[config.mk]
export PLATFORM = sky130hd
export DESIGN_NAME = curr_threshold_mon
export DESIGN_NICKNAME = d
export VERILOG_FILES = /design/src/logic/curr_mon_pkg.sv /design/src/logic/tick_gen.sv /design/src/logic/term_map.sv /design/src/logic/curr_threshold_mon.sv
export SDC_FILE = /design/constraint.sdc
export NUM_CORES = 1
export LEC_CHECK = 0
export BUFFER_PORTS_ARGS = -buffer_cell sky130_fd_sc_hd__buf_2
export CAP_MARGIN = 10
export CELL_PAD_IN_SITES_DETAIL_PLACEMENT = 0
export CELL_PAD_IN_SITES_GLOBAL_PLACEMENT = 1
export CORE_ASPECT_RATIO = 1.75
export CORE_MARGIN = 10
export CORE_UTILIZATION = 37
export DETAILED_ROUTE_END_ITERATION = 6
export PLACE_DENSITY = 0.78
export SETUP_SLACK_MARGIN = 0.2
export SLEW_MARGIN = 10
export SYNTH_ARGS = -nofsm -noshare
export SYNTH_HDL_FRONTEND = slang
export SYNTH_SLANG_ARGS = --single-unit
[constraint.sdc]
create_clock -name clk_sys_i -period 2.8 [get_ports clk_sys_i]
set_input_delay 0.28 -clock clk_sys_i [delete_from_list [all_inputs] [get_ports clk_sys_i]]
set_output_delay 0.28 -clock clk_sys_i [all_outputs]
set_load 0.1 [all_outputs]
[src/logic/curr_mon_pkg.sv]
// Purpose: shared constants and carriers for the output current threshold monitor
// Assumes: 10 MHz system clock, one current sample per clock
// Notes: times are held in units of 10 ms (setting value 1 = 0.01 s)
package curr_mon_pkg;
    localparam int unsigned CLK_HZ = 10_000_000;
    localparam int unsigned TICK_MS = 10;
    localparam int unsigned TICK_CYCLES = CLK_HZ / 1000 * TICK_MS;
    localparam logic [7:0] PCT_RATED = 8'h64;
    localparam logic [7:0] OC_LEVEL_RST = 8'h96;
    localparam logic [7:0] ZC_LEVEL_RST = 8'h05;
    localparam logic [7:0] PCT_MAX = 8'hdc;
    localparam logic [13:0] TIME_10S = 14'h03e8;
    localparam logic [13:0] TIME_1S = 14'h0064;
    localparam logic [13:0] OC_DELAY_RST = 14'h0000;
    localparam logic [13:0] OC_RETAIN_RST = 14'h000a;
    localparam logic [13:0] ZC_TIME_RST = 14'h0032;
    localparam logic [13:0] ZC_MIN_ON = 14'h000a;
    localparam logic [13:0] RETAIN_FOREVER = 14'h270f;
    localparam logic [7:0] FC_OC_POS = 8'h0c;
    localparam logic [7:0] FC_OC_NEG = 8'h70;
    localparam logic [7:0] FC_ZC_POS = 8'h0d;
    localparam logic [7:0] FC_ZC_NEG = 8'h71;

    typedef struct packed {
        logic [7:0] oc_level;
        logic [13:0] oc_delay;
        logic [7:0] zc_level;
        logic [13:0] zc_time;
        logic [13:0] oc_retention;
        logic oc_action_trip;
    } settings_t;

    typedef struct packed {
        logic oc_flag;
        logic zc_flag;
    } flags_t;
endpackage

[src/logic/tick_gen.sv]
// Purpose: one-cycle pulse every 10 ms time base unit
// Assumes: free-running system clock
// Notes: all qualification and hold timers count these ticks
`timescale 1ns/1ps
module tick_gen
    import curr_mon_pkg::*;
#(
    parameter int unsigned CYCLES = TICK_CYCLES
) (
    // Clock and reset
    input wire logic clk_sys_i,
    input wire logic rst_i,
    // Time base
    output logic tick_o
);
    logic [23:0] count;
    wire logic wrap = (count == 24'(CYCLES - 1));

    always_ff @(posedge clk_sys_i or posedge rst_i) begin
        if (rst_i) begin
            count <= 24'h000000;
        end else begin
            count <= wrap ? 24'h000000 : count + 24'h000001;
        end
    end

    assign tick_o = wrap;
endmodule

[src/logic/term_map.sv]
// Purpose: drive one open-collector output terminal from its function code
// Assumes: codes other than the four handled leave the terminal off
// Notes: output enable high means the transistor conducts
`timescale 1ns/1ps
module term_map
    import curr_mon_pkg::*;
(
    // Clock and reset
    input wire logic clk_sys_i,
    input wire logic rst_i,
    // Selection and flags
    input wire logic [7:0] code_i,
    input wire flags_t flags_i,
    // Terminal
    output logic term_o,
    output logic term_oe_o
);
    wire logic next_on = (code_i == FC_OC_POS) ? flags_i.oc_flag :
                         (code_i == FC_OC_NEG) ? !flags_i.oc_flag :
                         (code_i == FC_ZC_POS) ? flags_i.zc_flag :
                         (code_i == FC_ZC_NEG) ? !flags_i.zc_flag :
                         1'b0;
    logic on;

    always_ff @(posedge clk_sys_i or posedge rst_i) begin
        if (rst_i) begin
            on <= 1'b0;
        end else begin
            on <= next_on;
        end
    end

    // Open collector: pulled low when on, released when off
    assign term_o = 1'b0;
    assign term_oe_o = on;
endmodule

[src/logic/curr_threshold_mon.sv]
// Purpose: overcurrent and zero-current detection with timed flags and trip
// Assumes: current sample in percent of rated current, same clock domain
// Notes: timer settings in 10 ms units; out-of-range settings are clamped
// Behaviour
// - While running, assert overcurrent flag after current exceeds level beyond delay.
// - Overcurrent delay programmable 0 to 10 s, default 0 s.
// - Levels are percent of rated current; 100 equals rated.
// - Overcurrent flag held for retention time, 0 to 10 s, default 0.1 s.
// - Retention 9999 holds overcurrent flag until next start command.
// - Action 1 trips and raises fault when overcurrent flag asserts.
// - Action 0 continues normal operation while overcurrent flag asserted.
// - After trip, flag held retention time, or until reset at 9999.
// - Action changed to trip while flag asserted does not trip until deassert.
// - Terminal code 12 carries overcurrent flag positive, 112 negative.
// - While running, assert zero-current flag after current below level beyond time.
// - Zero-current time programmable 0 to 1 s, default 0.5 s.
// - Zero-current flag stays asserted at least 0.1 s once set.
// - Terminal code 13 carries zero-current flag positive, 113 negative.
// - Zero-current level zero disables zero-current detection.
// - Both flags respond within about 0.1 s.
// - Detection stays active during motor auto-tuning.
`timescale 1ns/1ps
module curr_threshold_mon
    import curr_mon_pkg::*;
#(
    parameter int unsigned NUM_TERMS = 7,
    parameter int unsigned TICK_CYC = TICK_CYCLES
) (
    // Clock and reset
    input wire logic clk_sys_i,
    input wire logic rst_i,
    // Drive status
    input wire logic running_i,
    input wire logic start_cmd_i,
    input wire logic autotune_i,
    input wire logic [7:0] current_pct_i,
    // Settings
    input wire logic [7:0] overcurrent_level_setting_i,
    input wire logic [13:0] overcurrent_delay_setting_i,
    input wire logic [7:0] zero_current_level_setting_i,
    input wire logic [13:0] zero_current_time_setting_i,
    input wire logic [13:0] overcurrent_retention_setting_i,
    input wire logic overcurrent_action_selection_i,
    input wire logic [NUM_TERMS*8-1:0] terminal_function_codes_i,
    // Status
    output logic overcurrent_detect_flag_o,
    output logic zero_current_flag_o,
    output logic overcurrent_trip_fault_o,
    // Terminals
    output logic [NUM_TERMS-1:0] term_o,
    output logic [NUM_TERMS-1:0] term_oe_o
);
    ////////////////////////////////////////////////////////////////////////
    logic tick;
    settings_t cfg;
    flags_t flags;

    tick_gen #(.CYCLES(TICK_CYC)) u_tick (
        .clk_sys_i(clk_sys_i),
        .rst_i(rst_i),
        .tick_o(tick)
    );

    // Clamp settings to their documented ranges
    assign cfg.oc_level = (overcurrent_level_setting_i > PCT_MAX) ? PCT_MAX
                        : overcurrent_level_setting_i;
    assign cfg.zc_level = (zero_current_level_setting_i > PCT_MAX) ? PCT_MAX
                        : zero_current_level_setting_i;
    assign cfg.oc_delay = (overcurrent_delay_setting_i > TIME_10S) ? TIME_10S
                        : overcurrent_delay_setting_i;
    assign cfg.zc_time = (zero_current_time_setting_i > TIME_1S) ? TIME_1S
                       : zero_current_time_setting_i;
    assign cfg.oc_retention = (overcurrent_retention_setting_i == RETAIN_FOREVER) ? RETAIN_FOREVER
                            : (overcurrent_retention_setting_i > TIME_10S) ? TIME_10S
                            : overcurrent_retention_setting_i;
    assign cfg.oc_action_trip = overcurrent_action_selection_i;

    ////////////////////////////////////////////////////////////////////////
    // Detection is qualified by running or auto-tuning; auto-tuning does not mask it
    wire logic active = running_i || autotune_i;
    wire logic above = active && (current_pct_i > cfg.oc_level);
    wire logic zc_enabled = (cfg.zc_level != 8'h00);
    wire logic below = active && zc_enabled && (current_pct_i < cfg.zc_level);
    wire logic retain_forever = (cfg.oc_retention == RETAIN_FOREVER);

    ////////////////////////////////////////////////////////////////////////
    // Overcurrent qualification and hold
    logic [13:0] oc_qual;
    logic [13:0] oc_hold;
    logic oc_flag;
    logic oc_latched;
    logic trip;

    wire logic oc_qualified = above && (oc_qual >= cfg.oc_delay);
    wire logic oc_rise = oc_qualified && !oc_flag;
    wire logic hold_done = (oc_hold >= cfg.oc_retention);
    // The trip choice is sampled only at the rising edge of the flag
    wire logic trip_now = oc_rise && cfg.oc_action_trip;
    // A fault with 9999 waits for reset; a plain hold with 9999 waits for start
    wire logic oc_release = oc_flag && !oc_qualified && !oc_latched && hold_done
                          && !retain_forever;
    wire logic start_clear = oc_latched && !trip && start_cmd_i && !oc_qualified;

    always_ff @(posedge clk_sys_i or posedge rst_i) begin
        if (rst_i) begin
            oc_qual <= 14'h0000;
        end else if (!above) begin
            oc_qual <= 14'h0000;
        end else if (tick && oc_qual < cfg.oc_delay) begin
            oc_qual <= oc_qual + 14'h0001;
        end
    end

    always_ff @(posedge clk_sys_i or posedge rst_i) begin
        if (rst_i) begin
            oc_flag <= 1'b0;
            oc_latched <= 1'b0;
            oc_hold <= 14'h0000;
        end else begin
            if (oc_rise) begin
                oc_flag <= 1'b1;
                oc_latched <= retain_forever && !cfg.oc_action_trip;
            end else if (oc_release || start_clear) begin
                oc_flag <= 1'b0;
                oc_latched <= 1'b0;
            end
            // Hold time counts from the last qualified moment
            if (oc_qualified) begin
                oc_hold <= 14'h0000;
            end else if (oc_flag && tick && !hold_done) begin
                oc_hold <= oc_hold + 14'h0001;
            end
        end
    end

    // Trip fault persists until drive reset; action 0 never sets it
    always_ff @(posedge clk_sys_i or posedge rst_i) begin
        if (rst_i) begin
            trip <= 1'b0;
        end else if (trip_now) begin
            trip <= 1'b1;
        end
    end

    ////////////////////////////////////////////////////////////////////////
    // Zero-current qualification and minimum on-time
    logic [13:0] zc_qual;
    logic [13:0] zc_min;
    logic zc_flag;

    wire logic zc_qualified = below && (zc_qual >= cfg.zc_time);
    wire logic zc_min_done = (zc_min >= ZC_MIN_ON);

    always_ff @(posedge clk_sys_i or posedge rst_i) begin
        if (rst_i) begin
            zc_qual <= 14'h0000;
        end else if (!below) begin
            zc_qual <= 14'h0000;
        end else if (tick && zc_qual < cfg.zc_time) begin
            zc_qual <= zc_qual + 14'h0001;
        end
    end

    always_ff @(posedge clk_sys_i or posedge rst_i) begin
        if (rst_i) begin
            zc_flag <= 1'b0;
            zc_min <= 14'h0000;
        end else if (zc_qualified && !zc_flag) begin
            zc_flag <= 1'b1;
            zc_min <= 14'h0000;
        end else if (zc_flag) begin
            if (tick && !zc_min_done) begin
                zc_min <= zc_min + 14'h0001;
            end
            if (zc_min_done && !zc_qualified) begin
                zc_flag <= 1'b0;
            end
        end
    end

    ////////////////////////////////////////////////////////////////////////
    assign flags.oc_flag = oc_flag;
    assign flags.zc_flag = zc_flag;
    assign overcurrent_detect_flag_o = oc_flag;
    assign zero_current_flag_o = zc_flag;
    assign overcurrent_trip_fault_o = trip;

    genvar t;
    generate
        for (t = 0; t < NUM_TERMS; t++) begin : g_term
            term_map u_term (
                .clk_sys_i(clk_sys_i),
                .rst_i(rst_i),
                .code_i(terminal_function_codes_i[t*8 +: 8]),
                .flags_i(flags),
                .term_o(term_o[t]),
                .term_oe_o(term_oe_o[t])
            );
        end
    endgenerate
endmodule

==> results.py <==
metrics = {
    "layout": {
        "final_layout_size_suffix_gt1_frac": 0.3359,
        "layout.nets": 1111,
        "syn_to_final_growth_pct": 35.77,
        "antenna_cells": 0,
        "fin_area_sq_um": 8567,
        "fin_cells": 1150,
    },
    "placed_design": {
        "place_area_sq_um": 7586,
        "place_ws_ns": -0.4530,
        "io_buffers": 137,
        "place_congestion": 0.7924,
        "place_hpwl_mm": 13.50,
        "dp_cells": 1119,
    },
    "routing": {
        "routedWlPerCell_microns": 15.51,
        "drc_errors": 0,
        "drt_iter0_markers": 135,
        "ant_nets": 0,
        "dr.pass1.iters": 4,
        "avgViaCountPerCell": 5.327,
        "via_count": 6126,
        "wirelength_mm": 17.84,
    },
    "clocking": {
        "cts-htree-levels": 3,
        "clockBufferDepth": 2,
        "cts_made_buffers": 9,
        "cts_tree": "done",
        "clkTransAtPathRegs_ns": 0.07,
        "clk_latency_ns": 0.34,
        "clock-sinks": 91,
        "clock-root-buffer": "clkbuf_16",
    },
    "power_and_ir_drop": {
        "combinationalPowerShare": 0.132,
        "pwr-share-clk": 0.414,
        "seq_power_share": 0.454,
        "swShare": 0.2492,
        "total_power_uw": 2898,
        "power_leakage_uw": 0.003792,
        "intPower_uw": 2176,
        "power_density_nw_per_um2": 338.3,
        "power_switching_uw": 722.2,
        "peakVddDrop_v": 0.0003604,
    },
    "worst_setup_path": {
        "path_cells": "buf_6, nor3_2, nand4_1, or4_4, buf_6, ha_4, a21oi_4, nand2_2, nor4_4, a31oi_4, buf_6, buf_12, or3_4, a21oi_2",
        "cp_top_family": "simple AND/OR/NAND/NOR gates",
        "slowest_delay_ns": 0.47,
        "cp-start-kind": "input port",
        "worst-setup-path-type": "input port to flip-flop",
        "worstPathArrival_ns": 3.03,
        "cp.required_ns": 3.07,
        "endpoint_kind": "flip-flop",
        "cpMaxStageDelayCell": "or4_4",
        "worst-path-max-fanout": 8,
        "cpMostUsedCell": "buf_6",
        "cp.buffers_inverters": 4,
    },
    "global_route": {
        "grt_pass1_vias": 6142,
        "grt_usage": 0.1457,
        "antenna_found_initial": 0,
        "grt_pass1_wl_mm": 28.38,
        "grt_max_degree": 62,
        "grt_overflow_total": 0,
    },
    "run_status": {
        "status": "finished clean",
    },
    "floorplanning": {
        "design.core.area_sq_um": 16870,
        "io_pins": 145,
        "fp.dieW_microns": 118.7,
        "die_h_microns": 192.8,
        "initial_core_util": 0.3741,
        "die-area_sq_um": 22880,
        "num_rows": 63,
    },
    "synth": {
        "synth_cells": 724,
        "yosysMostFrequentCell": "dfrtp_1",
        "synth_xor_area_frac": 0.03887,
        "syn_area_sq_um": 6310,
        "synth-edff-count": 0,
        "synth_top_area_cell": "dfrtp_1",
        "ys_ff_latch": 91,
        "seq_area_frac_synth": 0.3609,
        "yosys.cell_types.count": 57,
        "async_flop_share": 1.000,
        "yosys_warnings": 0,
        "synth-compound-area-share": 0.1662,
        "synth.area.top_cells": "dfrtp_1 36%, ha_1 12%, a21oi_1 4.8%, nand4_1 4.1%, nor2_1 4.0%",
        "synth_top_family_by_area": "simple AND/OR/NAND/NOR gates",
        "synth_flop_cell": "dfrtp_1",
        "muxShareOfSynthArea": 0.004759,
        "yosys.area_share.simple": 0.2610,
        "synth_commonest_cells": "91 x dfrtp_1, 67 x nor2_1, 63 x ha_1",
        "synth_top_area_share": 0.3609,
        "syn_area_per_cell_sq_um": 8.715,
        "synth-adder-area-share": 0.1249,
    },
    "run": {
        "drv_cap": 0,
    },
    "sta": {
        "setup_viol": 0,
        "rsz0062_at_grt": "true",
        "worst_pin_slew_ns": 0.7239,
        "final-max-slew-violation-count": 0,
        "period_share": 0.9870,
        "max-slew-margin-rel": 0.5164,
        "fin_crit_ns": 2.764,
        "final-hold-violation-count": 0,
        "whs_ns": 0.04941,
        "fmax_mhz": 361.8,
        "clock_skew_ns": 0.009946,
        "setup_ws_ns": 0.03637,
    },
    "worst_hold_path": {
        "holdCritPathClass": "input port to async pin",
    },
}
## registers in the layout, indices dropped and copies added (netlist names)
signal                     count
oc_hold                       14
g_term.u_term.term_oe_o        7
u_tick.count                  24
overcurrent_detect_flag_o      1
oc_qual                       14
zero_current_flag_o            1
oc_latched                     1
zc_qual                       14
zc_min                        14
overcurrent_trip_fault_o       1
## layer usage
metal  vias up  track usage  part of all wire
met5         -            0                 0
met4         0      0.05377             0.021
met3        21      0.01845             0.025
met2       103       0.2912              0.58
met1      2957       0.1489              0.37
li1       3045            -                 -
## path summary, 6_finish.rpt
kind	start	endpoint	slack (ns)	cells after the start
setup / recovery	overcurrent_retention_setting_i[6]	oc_hold[8]$_DFFE_PP0P_	0.04	14
hold / removal	rst_i	oc_qual[2]$_DFFE_PP0P_	0.05	2
setup reg to reg	u_tick.count[6]$_DFF_PP0_	zc_qual[13]$_DFFE_PP0P_	0.32	6
hold reg to reg	u_tick.count[4]$_DFF_PP0_	u_tick.count[4]$_DFF_PP0_	0.47	1
max in group asynchronous	rst_i	u_tick.count[2]$_DFF_PP0_	1.99	3
min in group clk_sys_i	terminal_function_codes_i[47]	g_term[5].u_term.term_oe_o$_DFF_PP0_	0.16	3
## cell type report
| class | count | area, sq um |
|---|---|---|
| fill | 1658 | 8302 |
| clock inverter | 2 | 37.54 |
| sequential | 91 | 2277 |
| timing repair buffer | 196 | 1229 |
| clock buffer | 12 | 246.5 |
| inverter | 26 | 101.3 |
| multi-input combinational | 596 | 4392 |
| tap | 227 | 284.0 |
## through the flow
| stage | utilization | setup TNS, ns |
|---|---|---|
| 2_1_floorplan | - | -1.340 |
| 3_3_place_gp | 0.4497 | -7.330 |
| 3_5_place_dp | 0.4497 | -8.352 |
| 4_1_cts | 0.4703 | -0.002573 |
| 5_1_grt | 0.5079 | -0.4197 |
| 6_report | 0.5079 | 0 |
## cells in the final DEF, fill, tap and decap left out, types with 15 or more instances in the layout
master	Yosys	final
and2_1	16	16
a21oi_1	61	32
buf_4	14	49
ha_1	63	53
nand2_1	59	54
inv_1	25	23
nand4_1	41	41
o21ai_0	44	40
nor2_1	67	62
dfrtp_1	91	91
a21oi_2	0	27
or3_1	23	16
xnor2_1	15	15
nand3_1	32	31
conb_1	2	20
buf_2	3	132
## cell families (layout without fill, tap and decap cells)
logic type                 Yosys count  in the layout
buffers and inverters               56            236
xor gates and xnor gates            28             28
AOI/OAI and AO/OA                  170            171
other                                2             20
muxes                                3              3
DFF                                 91             91
and+or+nand+nor                    311            311
adders and majority gates           63             63
## power by group through the flow
stage          combinational (uW)  sequential, uW  clock [uW]
3_5_place_dp                  363            1340           0
3_3_place_gp                  362            1340           0
5_1_grt                       428            1310        1280
4_1_cts                       366            1320        1230
6_report                      383            1320        1200
2_1_floorplan                 197            1340           0
## repair_timing
action,CTS,global route
gates resized for setup,6,101
setup buffers,4,10
endpoints found under the setup margin,23,38
gates cloned,0,3
hold buffers,0,0
pin swaps,3,42
No activity file was read; power rests on OpenSTA's default activity.
